===== config.mk =====
export PLATFORM = sky130hd
export DESIGN_NAME = compact_timer
export DESIGN_NICKNAME = d
export VERILOG_FILES = /design/src/rtl/ctimer_pkg.sv /design/src/rtl/pin_edge_sync.sv /design/src/rtl/compact_timer.sv
export SDC_FILE = /design/constraint.sdc
export NUM_CORES = 1
export LEC_CHECK = 0
export ABC_AREA = 1
export BUFFER_PORTS_ARGS = -buffer_cell sky130_fd_sc_hd__buf_2
export CAP_MARGIN = 20
export CORE_AREA = 4 4 112 103
export DETAILED_ROUTE_END_ITERATION = 6
export DIE_AREA = 0 0 116 107
export PLACE_DENSITY_LB_ADDON = 0.12
export SLEW_MARGIN = 20
export SYNTH_ARGS = -nofsm -noshare
export SYNTH_HDL_FRONTEND = slang
export SYNTH_SLANG_ARGS = --single-unit

===== constraint.sdc =====
create_clock -name clk_sys_i -period 2.2 [get_ports clk_sys_i]
set_input_delay 0 -clock clk_sys_i [delete_from_list [all_inputs] [get_ports clk_sys_i]]
set_output_delay 0 -clock clk_sys_i [all_outputs]
set_load 0.05 [all_outputs]

===== src/rtl/ctimer_pkg.sv =====
// package: register map, field layout and shared types of the compact timer
package ctimer_pkg;

  // ----------------------------------------------------------------------
  // register bus
  // ----------------------------------------------------------------------
  localparam int ADDR_W = 3;
  localparam int DATA_W = 8;

  localparam logic [ADDR_W-1:0] OFS_TIMER_CONTROL_A = 3'h0;
  localparam logic [ADDR_W-1:0] OFS_TIMER_CONTROL_B = 3'h1;
  localparam logic [ADDR_W-1:0] OFS_COUNT_LOW = 3'h2;
  localparam logic [ADDR_W-1:0] OFS_COUNT_HIGH = 3'h3;
  localparam logic [ADDR_W-1:0] OFS_COMPARE_A_LOW = 3'h4;
  localparam logic [ADDR_W-1:0] OFS_COMPARE_A_HIGH = 3'h5;
  localparam logic [ADDR_W-1:0] OFS_COMPARE_P_TOP = 3'h6;
  localparam logic [ADDR_W-1:0] OFS_MATCH_STATUS = 3'h7;

  localparam logic [7:0] RST_CONTROL_A = 8'h00;
  localparam logic [7:0] RST_CONTROL_B = 8'h00;
  localparam logic [15:0] RST_COUNT = 16'h0000;
  localparam logic [15:0] RST_COMPARE_A = 16'h0000;
  localparam logic [7:0] RST_COMPARE_P = 8'h00;

  // match status bits, write one to clear
  localparam int STAT_A_BIT = 0;
  localparam int STAT_P_BIT = 1;

  // ----------------------------------------------------------------------
  // field encodings
  // ----------------------------------------------------------------------
  localparam logic [2:0] CLK_SYS_DIV4 = 3'h0;
  localparam logic [2:0] CLK_SYS = 3'h1;
  localparam logic [2:0] CLK_HIGH_DIV16 = 3'h2;
  localparam logic [2:0] CLK_HIGH_DIV64 = 3'h3;
  localparam logic [2:0] CLK_SUB_A = 3'h4;
  localparam logic [2:0] CLK_SUB_B = 3'h5;
  localparam logic [2:0] CLK_PIN_RISE = 3'h6;
  localparam logic [2:0] CLK_PIN_FALL = 3'h7;

  localparam logic [5:0] DIV4_MASK = 6'h03;
  localparam logic [5:0] DIV16_MASK = 6'h0f;
  localparam logic [5:0] DIV64_MASK = 6'h3f;

  localparam logic [1:0] ACT_NONE = 2'h0;
  localparam logic [1:0] ACT_LOW = 2'h1;
  localparam logic [1:0] ACT_HIGH = 2'h2;
  localparam logic [1:0] ACT_TOGGLE = 2'h3;

  localparam logic [1:0] PWM_FORCE_INACTIVE = 2'h0;
  localparam logic [1:0] PWM_FORCE_ACTIVE = 2'h1;
  localparam logic [1:0] PWM_WAVE = 2'h2;

  localparam int CLK_PERIOD_NS = 50;

  typedef enum logic [1:0] {
    MODE_COMPARE = 2'h0,
    MODE_UNDEF = 2'h1,
    MODE_PWM = 2'h2,
    MODE_TIMER = 2'h3
  } mode_t;

  // ----------------------------------------------------------------------
  // carriers
  // ----------------------------------------------------------------------
  typedef struct packed {
    logic [ADDR_W-1:0] addr;
    logic [DATA_W-1:0] wdata;
    logic wr;
    logic rd;
  } reg_req_t;

  typedef struct packed {
    logic pause_control;
    logic [2:0] count_clock_select;
    logic counter_on;
    logic [2:0] unused;
  } control_a_t;

  typedef struct packed {
    mode_t mode_select;
    logic [1:0] pin_action_select;
    logic output_init_level;
    logic output_invert;
    logic duty_period_swap;
    logic clear_source_select;
  } control_b_t;

endpackage


===== src/rtl/pin_edge_sync.sv =====
// two-stage synchroniser with rise and fall pulses for an external level
module pin_edge_sync
  import ctimer_pkg::*;
(
  input wire logic clk_sys_i,
  input wire logic arst_n_i,
  input wire logic pin_i,
  output logic rise_o,
  output logic fall_o
);

  logic meta;
  logic sync;
  logic last;

  // first stage feeds only the second stage
  always_ff @(posedge clk_sys_i or negedge arst_n_i)
  begin
    if (!arst_n_i)
    begin
      meta <= 1'b0;
      sync <= 1'b0;
      last <= 1'b0;
    end
    else
    begin
      meta <= pin_i;
      sync <= meta;
      last <= sync;
    end
  end

  assign rise_o = sync & ~last;
  assign fall_o = ~sync & last;

endmodule // pin_edge_sync


===== src/rtl/compact_timer.sv =====
// compact 16-bit timer with comparators a and p, pwm and register port
//
// Notes on behaviour
// - three-bit field picks the count clock source
// - counter_on rising clears the counter
// - counter_on low stops and holds the count
// - counter_on rising reloads pin initial level
// - low three control-a bits read zero
// - mode field: compare, undefined, pwm, timer
// - compare mode pin action on a match
// - pwm pin action: inactive, active, wave
// - action equal to initial level shows nothing
// - init level sets start level or polarity
// - invert control flips the output pin in compare and pwm modes
// - swap chooses period and duty comparators
// - clear source picks a or p match
// - pwm mode ignores the clear source
// - counter readable as two read-only bytes
// - compare a held as two writable bytes
// - compare p matches counter top byte
// - compare p zero lets counter overflow
// - pause holds count, resumes from it
// - low bytes pass through shared byte buffer
// - a and p flags set on matches; p only with clear source p or in pwm mode
module compact_timer
  import ctimer_pkg::*;
(
  input wire logic clk_sys_i,
  input wire logic arst_n_i,
  input wire reg_req_t bus_req_i,
  output logic [DATA_W-1:0] rdata_o,
  input wire logic external_count_pin_i,
  input wire logic sub_clock_i,
  output logic timer_output_pin_o
);

  // ----------------------------------------------------------------------
  // state
  // ----------------------------------------------------------------------
  control_a_t ctrl_a;
  control_b_t ctrl_b;
  logic [15:0] count;
  logic [15:0] compare_a_value;
  logic [7:0] compare_p_value;
  logic [7:0] byte_buffer;
  logic compare_a_flag;
  logic compare_p_flag;
  logic [5:0] prescale;
  logic on_last;
  logic pin_level;

  logic pin_rise;
  logic pin_fall;
  logic sub_rise;
  logic count_tick;
  logic running;
  logic on_rise;
  logic [16:0] count_inc;
  logic a_match;
  logic p_match;
  logic overflow;
  logic clear_now;
  logic a_event;
  logic p_event;
  logic pwm_active;
  logic next_pin_level;
  logic wr_a;
  logic wr_b;
  logic clr_a_flag;
  logic clr_p_flag;

  // ----------------------------------------------------------------------
  // clock sources
  // ----------------------------------------------------------------------
  // the high clock is taken as the system clock; the sub clock and the
  // external pin are slow levels sampled here, so counting stays in one
  // domain at the cost of losing edges faster than half the system clock
  pin_edge_sync u_ext_sync (
    .clk_sys_i(clk_sys_i),
    .arst_n_i(arst_n_i),
    .pin_i(external_count_pin_i),
    .rise_o(pin_rise),
    .fall_o(pin_fall)
  );

  pin_edge_sync u_sub_sync (
    .clk_sys_i(clk_sys_i),
    .arst_n_i(arst_n_i),
    .pin_i(sub_clock_i),
    .rise_o(sub_rise),
    .fall_o()
  );

  always_ff @(posedge clk_sys_i or negedge arst_n_i)
  begin
    if (!arst_n_i)
      prescale <= 6'h00;
    else
      prescale <= prescale + 6'h01;
  end

  always_comb
  begin
    unique case (ctrl_a.count_clock_select)
      CLK_SYS_DIV4: count_tick = (prescale & DIV4_MASK) == DIV4_MASK;
      CLK_SYS: count_tick = 1'b1;
      CLK_HIGH_DIV16: count_tick = (prescale & DIV16_MASK) == DIV16_MASK;
      CLK_HIGH_DIV64: count_tick = (prescale & DIV64_MASK) == DIV64_MASK;
      CLK_SUB_A, CLK_SUB_B: count_tick = sub_rise;
      CLK_PIN_RISE: count_tick = pin_rise;
      CLK_PIN_FALL: count_tick = pin_fall;
    endcase
  end

  // ----------------------------------------------------------------------
  // register port decode
  // ----------------------------------------------------------------------
  assign wr_a = bus_req_i.wr && bus_req_i.addr == OFS_TIMER_CONTROL_A;
  assign wr_b = bus_req_i.wr && bus_req_i.addr == OFS_TIMER_CONTROL_B;
  assign clr_a_flag = bus_req_i.wr && bus_req_i.addr == OFS_MATCH_STATUS
                      && bus_req_i.wdata[STAT_A_BIT];
  assign clr_p_flag = bus_req_i.wr && bus_req_i.addr == OFS_MATCH_STATUS
                      && bus_req_i.wdata[STAT_P_BIT];

  always_ff @(posedge clk_sys_i or negedge arst_n_i)
  begin
    if (!arst_n_i)
    begin
      ctrl_a <= control_a_t'(RST_CONTROL_A);
      ctrl_b <= control_b_t'(RST_CONTROL_B);
    end
    else
    begin
      if (wr_a)
        ctrl_a <= control_a_t'({bus_req_i.wdata[7:3], 3'h0});
      // mode and pin action are taken as written; changing them while
      // running is the software's hazard
      if (wr_b)
        ctrl_b <= control_b_t'(bus_req_i.wdata);
    end
  end

  // compare registers and the shared low-byte buffer
  always_ff @(posedge clk_sys_i or negedge arst_n_i)
  begin
    if (!arst_n_i)
    begin
      compare_a_value <= RST_COMPARE_A;
      compare_p_value <= RST_COMPARE_P;
      byte_buffer <= 8'h00;
    end
    else if (bus_req_i.wr)
    begin
      unique case (bus_req_i.addr)
        OFS_COMPARE_A_LOW: byte_buffer <= bus_req_i.wdata;
        OFS_COMPARE_A_HIGH:
          compare_a_value <= {bus_req_i.wdata, byte_buffer};
        OFS_COMPARE_P_TOP: compare_p_value <= bus_req_i.wdata;
        default: ;
      endcase
    end
    else if (bus_req_i.rd)
    begin
      unique case (bus_req_i.addr)
        OFS_COUNT_HIGH: byte_buffer <= count[7:0];
        OFS_COMPARE_A_HIGH: byte_buffer <= compare_a_value[7:0];
        default: ;
      endcase
    end
  end

  // read data stands only in the cycle after the strobe
  always_ff @(posedge clk_sys_i or negedge arst_n_i)
  begin
    if (!arst_n_i)
      rdata_o <= 8'h00;
    else if (!bus_req_i.rd)
      rdata_o <= 8'h00;
    else
    begin
      unique case (bus_req_i.addr)
        OFS_TIMER_CONTROL_A: rdata_o <= {ctrl_a[7:3], 3'h0};
        OFS_TIMER_CONTROL_B: rdata_o <= ctrl_b;
        OFS_COUNT_LOW: rdata_o <= byte_buffer;
        OFS_COUNT_HIGH: rdata_o <= count[15:8];
        OFS_COMPARE_A_LOW: rdata_o <= byte_buffer;
        OFS_COMPARE_A_HIGH: rdata_o <= compare_a_value[15:8];
        OFS_COMPARE_P_TOP: rdata_o <= compare_p_value;
        OFS_MATCH_STATUS: rdata_o <= {6'h00, compare_p_flag, compare_a_flag};
      endcase
    end
  end

  // ----------------------------------------------------------------------
  // counter
  // ----------------------------------------------------------------------
  assign on_rise = ctrl_a.counter_on & ~on_last;
  // pause keeps the count without a clear; off does the same, see below
  assign running = ctrl_a.counter_on & ~ctrl_a.pause_control
                   & count_tick;
  assign count_inc = {1'b0, count} + 17'h00001;
  assign overflow = count_inc[16];

  // compare a never fires at zero: that case is a plain overflow
  assign a_match = running && compare_a_value != 16'h0000
                   && count_inc[15:0] == compare_a_value;
  assign p_match = running && compare_p_value != 8'h00
                   && count_inc[15:0] == {compare_p_value, 8'h00};

  always_comb
  begin
    a_event = a_match;
    p_event = p_match || (running && overflow
                          && compare_p_value == 8'h00);
    if (ctrl_b.mode_select == MODE_PWM)
    begin
      if (ctrl_b.duty_period_swap)
        clear_now = a_match;
      else
        clear_now = p_match;
    end
    else
    begin
      if (ctrl_b.clear_source_select)
      begin
        clear_now = a_match;
        p_event = 1'b0;
      end
      else
        clear_now = p_match;
    end
  end

  always_ff @(posedge clk_sys_i or negedge arst_n_i)
  begin
    if (!arst_n_i)
      on_last <= 1'b0;
    else
      on_last <= ctrl_a.counter_on;
  end

  always_ff @(posedge clk_sys_i or negedge arst_n_i)
  begin
    if (!arst_n_i)
      count <= RST_COUNT;
    else if (on_rise)
      count <= 16'h0000;
    else if (clear_now)
      count <= 16'h0000;
    else if (running)
      count <= count_inc[15:0];
  end

  // ----------------------------------------------------------------------
  // match flags
  // ----------------------------------------------------------------------
  // a match in the cycle of a clear keeps the flag set
  always_ff @(posedge clk_sys_i or negedge arst_n_i)
  begin
    if (!arst_n_i)
    begin
      compare_a_flag <= 1'b0;
      compare_p_flag <= 1'b0;
    end
    else
    begin
      if (a_event)
        compare_a_flag <= 1'b1;
      else if (clr_a_flag)
        compare_a_flag <= 1'b0;
      if (p_event)
        compare_p_flag <= 1'b1;
      else if (clr_p_flag)
        compare_p_flag <= 1'b0;
    end
  end

  // ----------------------------------------------------------------------
  // output pin
  // ----------------------------------------------------------------------
  always_comb
  begin
    if (ctrl_b.duty_period_swap)
      pwm_active = count[15:8] < compare_p_value
                   || compare_p_value == 8'h00;
    else
      pwm_active = count < compare_a_value;
  end

  // compare mode level lives in pin_level; pwm level is derived each cycle
  always_ff @(posedge clk_sys_i or negedge arst_n_i)
  begin
    if (!arst_n_i)
      pin_level <= 1'b0;
    else if (on_rise)
      pin_level <= ctrl_b.output_init_level;
    else if (ctrl_b.mode_select == MODE_COMPARE && a_match)
    begin
      unique case (ctrl_b.pin_action_select)
        ACT_NONE: pin_level <= pin_level;
        ACT_LOW: pin_level <= 1'b0;
        ACT_HIGH: pin_level <= 1'b1;
        ACT_TOGGLE: pin_level <= ~pin_level;
      endcase
    end
  end

  always_comb
  begin
    next_pin_level = 1'b0;
    unique case (ctrl_b.mode_select)
      MODE_COMPARE: next_pin_level = pin_level;
      MODE_PWM:
      begin
        unique case (ctrl_b.pin_action_select)
          PWM_FORCE_ACTIVE: next_pin_level = ctrl_b.output_init_level;
          PWM_WAVE: next_pin_level = ~(pwm_active
                                       ^ ctrl_b.output_init_level);
          default: next_pin_level = ~ctrl_b.output_init_level;
        endcase
      end
      // timer mode leaves the pin unused; it rests low
      default: next_pin_level = 1'b0;
    endcase
    if (ctrl_b.mode_select != MODE_TIMER
        && ctrl_b.mode_select != MODE_UNDEF && ctrl_b.output_invert)
      next_pin_level = ~next_pin_level;
  end

  always_ff @(posedge clk_sys_i or negedge arst_n_i)
  begin
    if (!arst_n_i)
      timer_output_pin_o <= 1'b0;
    else
      timer_output_pin_o <= next_pin_level;
  end

endmodule // compact_timer


==> metrics.txt, run 1 <==
DR vias=5537; power per cell area=777 nW/um^2; placer congestion estimate=about 0.95; placed cell areas=about 6200 sq um; Clock transition at path regs=70 ps; status=complete, no violations; critical path, cell by cell=ha_4 > nand2_4 > nor2_4 > nand2_2 > clkinv_2 > nand2_1 > nand2_2 > nand2_1 > nand2_1 > nor2_2 > nand3_2 > nor2_4 > buf_4 > nand3_1 > nand2_1 > nand3_1; Hold Vio Cnt, Final=0; fin crit share=around 98%; max incr delay on CP=450 ps; Setup crit start kind=register; DPL Wire Length=13500 um; Initial Utilization=54.3%; area leader, netlist=dfrtp_1; sequential fraction of the synthesis area=about two fifths; Cells after Synth=763; Tmin final=2160 ps; Worst Skew=approximately 14 ps; H-Tree Depth=3; vias in the first global route=5251; nets=between 800 and 900; TritonCTS Buffers=9; first-pass GRT wire length=27800 um; Mapped Area=5570 sq um; Antenna Cells=0; largest net degree at the start of global routing=87; TritonCTS sink count=86; Area growth, synth to finish=22.0%; total core area=between 10000 and 15000 sq um; f_max=463 MHz; initial drt markers=between 400 and 500; syn nets=809; WL final=about 18000 um; initial antenna violation count=0; Die Wd=116 um; Crit path max-delay family=simple AND/OR/NAND/NOR gates; DR DRC count=0; Final Slew Violations=0; clock buffer depth=2; GRT Total Usage=29.2%; Leakage Power=3.30 nW; IO buf count=25; kind of end point of the critical path=register; Worst VDD drop=~0.63 mV; Critical Path RT=~2400 ps; proportion of layout cells with a drive suffix above 1=a little over a fifth; top-area cell type share of the netlist area=38.6%; post-DR vias/cell=5.68; Clk Latency, worst-skew pair=between 300 and 400 ps; Cell Rows=35; Crit-path slowest cell=dfrtp_2; Hold WC Path Type=input pin to register; Setup Viol. Count Final=0; Buf/Inv on CP=2; Synth cell types=39; Worst EP arrival=2390 ps; WS Path Type=register to register; fin area=just under 7000 sq um; most common cell after layout, fill and taps aside=nand2_1; root buffer cell=clkbuf_16; Worst-Margin Slew=882 ps; hold_ws=roughly 40 ps; DRT Pass-1 Iters=5; most frequent cells in the layout=nand2_1 (182), inv_1 (110), dfrtp_1 (76), o21ai_0 (60), nor2_1 (57); GR Overflow Total=0; Critical Path Fanout Max=5; number of max-cap violations=0; CTS tree=yes; Routed Antenna Nets=0; RSZ-0062 raised after global routing=true; die height=107 um; wire length per cell=around 18 um; Die Footprint=12400 sq um; most frequent CP cell=nand2_1; Ys Warns=0; flops & latches, synth=between 80 and 90; # IOs=26; Synth area leaders=dfrtp_1 (39%), nand2_1 (13%), inv_1 (7.5%), ha_1 (6.5%), o21ai_0 (5.6%); syn avg cell area=about 7.3 sq um; slew margin rel.=41.0%
## layout make-up
cell class | count | area [sq um]
fill | 893 | 3450
clock buffer | 9 | 225
sequential | 86 | 2160
timing repair buffer | 81 | 619
clock inverter | 7 | 87.6
tap | 129 | 161
multi-input combinational | 544 | 3080
inverter | 119 | 453
## synthesized netlist by cell type
cell type / instances
nand2_1: 197
inv_1: 112
dfrtp_1: 86
nor2_1: 64
o21ai_0: 62
nand3_1: 47
a21oi_1: 34
ha_1: 29
o22ai_1: 16
a221oi_1: 11
clkbuf_1: 11
nand2_2: 11
a21oi_2: 10
nand4_1: 9
xor2_1: 9
o211ai_1: 8
nor3_1: 7
nor2_2: 5
nand3_2: 4
inv_2: 3
o21ai_1: 3
a31oi_1: 2
buf_2: 2
clkinv_1: 2
clkinv_2: 2
nand2_4: 2
nor4_1: 2
o21ai_2: 2
a211oi_2: 1
a21o_1: 1
a22oi_1: 1
buf_12: 1
buf_6: 1
nand3b_1: 1
nand4_2: 1
nor2_4: 1
nor3_4: 1
o221ai_1: 1
xnor2_1: 1
## flip-flops by register name, summed over array words and instances (netlist names), 5 cells and up
name	flops
ctrl_b	8
ctrl_a	5
prescale	6
rdata_o	8
compare_p_value	8
byte_buffer	8
compare_a_value	16
count	16
## report_power, final
group | leakage, nW | switching (mW) | internal, mW
clock | 0.148 | 0.713 | 0.909
sequential | 1.09 | 0.234 | 1.80
combinational | 2.06 | 1.06 | 0.568
total | 3.30 | 2.01 | 3.27
## worst min-delay path, stage by stage
cell	delay, ps
buf_2	70
inv_1	100
o21ai_0	170
## cell families (layout without fill, tap and decap cells)
group                    after synthesis  after routing  share of synthesized area (%)
XOR/XNOR                              10             10                           1.57
buffers and inverters                134            216                           9.55
AND/OR/NAND/NOR                      352            353                           27.5
adder cells (fa/ha/maj)               29             29                           6.52
AO/OA/AOI/OAI                        152            152                           16.3
flip-flops                            86             86                           38.6
## metal layers
metal  part of all wire (%)  GRT usage (%)  up-vias
met5                      0              0        -
met4                    1.8           7.37        0
met3                    7.3           5.36       23
met2                     46           46.2      199
met1                     44           41.5     2662
li1                       -              -     2653
## what timing repair did
item | in CTS | in global routing
resized for setup | 3 | 57
pin swaps | 0 | 23
buffers inserted | 0 | 5
hold buffers | 5 | 0
gates cloned | 0 | 2
endpoints found under the setup margin | 17 | 19
hold endpoints to repair | 90 | 0
## through the flow
step                      setup slack, ps  std cells  util, %  total power [mW]  TNS [ps]
after detailed placement            -80.7        947     60.0              3.50      -906
after floorplan                       236        763        -              2.94         0
after CTS                           -10.0        968     63.7              5.14     -10.0
after global placement              -14.0        947     60.0              3.46     -73.8
after global routing                -92.0        975     66.3              5.55      -994
final                                39.3        975     66.3              5.28         0
## worst paths after layout
kind                                  from                   to  slack (ps)  cells after the start
setup / recovery                  count[0]            pin_level          40                     16
hold / removal                bus_req_i[8]  compare_a_value[14]          40                      3
setup reg to reg                  count[0]            pin_level          40                     16
hold reg to reg            u_sub_sync.meta      u_sub_sync.sync         360                      0
max in group asynchronous         arst_n_i            count[12]        1580                      3
min in group asynchronous         arst_n_i   compare_p_value[5]         220                      3
Note: power is estimated with default switching activity, not from simulation.
==> run 2: changes to the inputs <==
--- a/config.mk
+++ b/config.mk
@@ -8,9 +8,10 @@
 export ABC_AREA = 1
 export BUFFER_PORTS_ARGS = -buffer_cell sky130_fd_sc_hd__buf_2
 export CAP_MARGIN = 20
-export CORE_AREA = 4 4 112 103
+export CORE_AREA = 4 4 107 99
 export DETAILED_ROUTE_END_ITERATION = 6
-export DIE_AREA = 0 0 116 107
+export DIE_AREA = 0 0 111 103
+export MAX_ROUTING_LAYER = met4
 export PLACE_DENSITY_LB_ADDON = 0.12
 export SLEW_MARGIN = 20
 export SYNTH_ARGS = -nofsm -noshare
==> metrics.txt, run 2 (same netlist as run 1, synthesis figures left out) <==
Worst Skew=11.7 ps (-2.52 ps); most frequent cells in the layout=nand2_1 (185), inv_1 (111), dfrtp_1 (81), o21ai_0 (60), buf_4 (59); Hold Vio Cnt, Final=0 (unchanged); Critical Path RT=2480 ps (+50 ps); register area=2160 sq um (-0.29%); CTS tree=yes; setup TNS=0 ps (unchanged); Clock transition at path regs=110 ps (+40 ps); kind of end point of the critical path=register; Routed Antenna Nets=0 (unchanged); Cell Rows=34 (-2.9%); slew margin rel.=35.8% (-5.2 points); Area growth, synth to finish=22.0% (about the same); largest net degree at the start of global routing=45 (-48%); number of max-cap violations=0 (unchanged); Setup Viol. Count Final=0 (unchanged); multi-input logic area=3080 sq um (about the same); Die Wd=111 um (-4.3%); Initial Utilization=58.7% (+4.4 points); Worst-Margin Slew=960 ps (+78.0 ps); placer congestion estimate=1.04 (+8.9%); IO buf count=25 (unchanged); fin crit share=99.5% (+1.3 points); GR Overflow Total=0 (unchanged); Leakage Power=3.36 nW (+2.0%); WL final=18700 um (+4.0%); DRT Pass-1 Iters=6 (+1); most common cell after layout, fill and taps aside=nand2_1; RSZ-0062 raised after global routing=true; DPL Wire Length=14000 um (+3.7%); initial drt markers=651 (+54%); root buffer cell=clkbuf_8; status=complete, no violations; GRT Total Usage=33.8% (+4.6 points); initial antenna violation count=0 (unchanged); power per cell area=721 nW/um^2 (-7.3%); fill count=781 (-13%); # IOs=26 (unchanged); TritonCTS sink count=86 (unchanged); Clk Latency, worst-skew pair=390 ps (+40 ps); die height=103 um (-3.7%); Worst VDD drop=0.639 mV (+1.5%); Die Footprint=11400 sq um (-7.9%); nets=902 (+1.7%); Hold WC Path Type=input pin to register; total core area=9490 sq um (-7.4%); first-pass GRT wire length=28800 um (+3.4%); WS Path Type=register to register; final core occ=71.6% (+5.3 points); Tmin final=2190 ps (+28.4 ps); proportion of layout cells with a drive suffix above 1=22.1% (+0.79 points); Setup crit start kind=register; DR DRC count=0 (unchanged); Cells after DPL=959 (+1.3%); post-DR vias/cell=5.86 (+3.3%); Non-Filler Instances=987 (+1.2%); DR vias=5788 (+4.5%); Worst EP arrival=2470 ps (+80 ps); Antenna Cells=0 (unchanged); vias in the first global route=5343 (+1.8%); H-Tree Depth=3 (unchanged); clock buffer depth=2 (unchanged); Final Slew Violations=0 (unchanged); wire length per cell=19.0 um (+2.8%); Critical Path Fanout Max=4 (-1); TritonCTS Buffers=9 (unchanged); Largest regs=compare_a_value x16, count x16; f_max=457 MHz (-1.3%)
## run 2: cell types whose count changed in the layout (fill, tap and decap cells not counted), sizes merged
| cell | before | now |
|---|---|---|
| buf | 75 | 88 |
| bufinv | 1 | 0 |
| clkbuf | 10 | 9 |
| clkinv | 2 | 7 |
| clkinvlp | 2 | 0 |
| dlygate4sd3 | 5 | 8 |
| inv | 121 | 119 |
## run 2: critical path: stages (launching register included)
cell	delay, ps
dfrtp_2	470
ha_4	200
buf_12	130
xnor2_4	140
xor2_1	180
nor2_1	170
nand3_1	110
nor2_2	160
nand2_2	80
nor2_4	110
buf_4	130
nand3_1	70
nand2_1	70
nand3_1	60
## run 2: repair_timing
action,CTS,global route
gates resized for setup,7,47
setup endpoints to repair,17,19
hold buffers,8,0
hold endpoints to repair,55,0
gates cloned,0,1
pin swaps,1,16
buffers inserted,0,3
## run 2: through the flow
stage	instance area, sq um	hold WS, ps	power (mW)	setup WS, ps
2_1_floorplan	5570	-296	2.94	236
3_3_place_gp	6260	30.7	3.48	-41.6
3_5_place_dp	6260	47.6	3.53	-89.9
4_1_cts	6590	2.31	4.73	3.26
5_1_grt	6790	21.2	5.14	-101
6_report	6790	10.1	4.89	11.0
## run 2: metal layers
metal	wire length [um]	up-vias	share of wire (%)	global-route usage, %
met5	0	-	0	-
met4	486	0	2.6	11.5
met3	1740	43	9.3	6.34
met2	8780	347	47	54.7
met1	7730	2719	41	43.4
li1	-	2679	-	-
## run 2: where the power goes
part           leakage, nW  total, mW  switching, mW  internal [mW]
clock network        0.105       1.19          0.735          0.457
registers             1.10       2.01          0.219           1.80
logic                 2.16       1.69           1.11          0.579
## run 2: area by class of cell
| class | count | share of cell area, % |
|---|---|---|
| clock buffers | 9 | 1.82 |
| clock inverters | 7 | 1.27 |
| inverters | 119 | 6.61 |
| multi-input cells | 544 | 45.4 |
| flip-flops and latches | 86 | 31.8 |
| well taps | 126 | 2.32 |
| repair buffers | 96 | 10.8 |
## run 2: path summary, 6_finish.rpt
kind / startpoint / endpoint / slack [ps] / cells past startpoint
max: count[0] / pin_level / 10 / 13
min: bus_req_i[5] / ctrl_b[3] / 10 / 3
max reg2reg: count[0] / pin_level / 10 / 13
min reg2reg: u_ext_sync.meta / u_ext_sync.sync / 360 / 0
max in group asynchronous: arst_n_i / compare_a_value[14] / 1400 / 3
min in group asynchronous: arst_n_i / ctrl_b[6] / 140 / 2
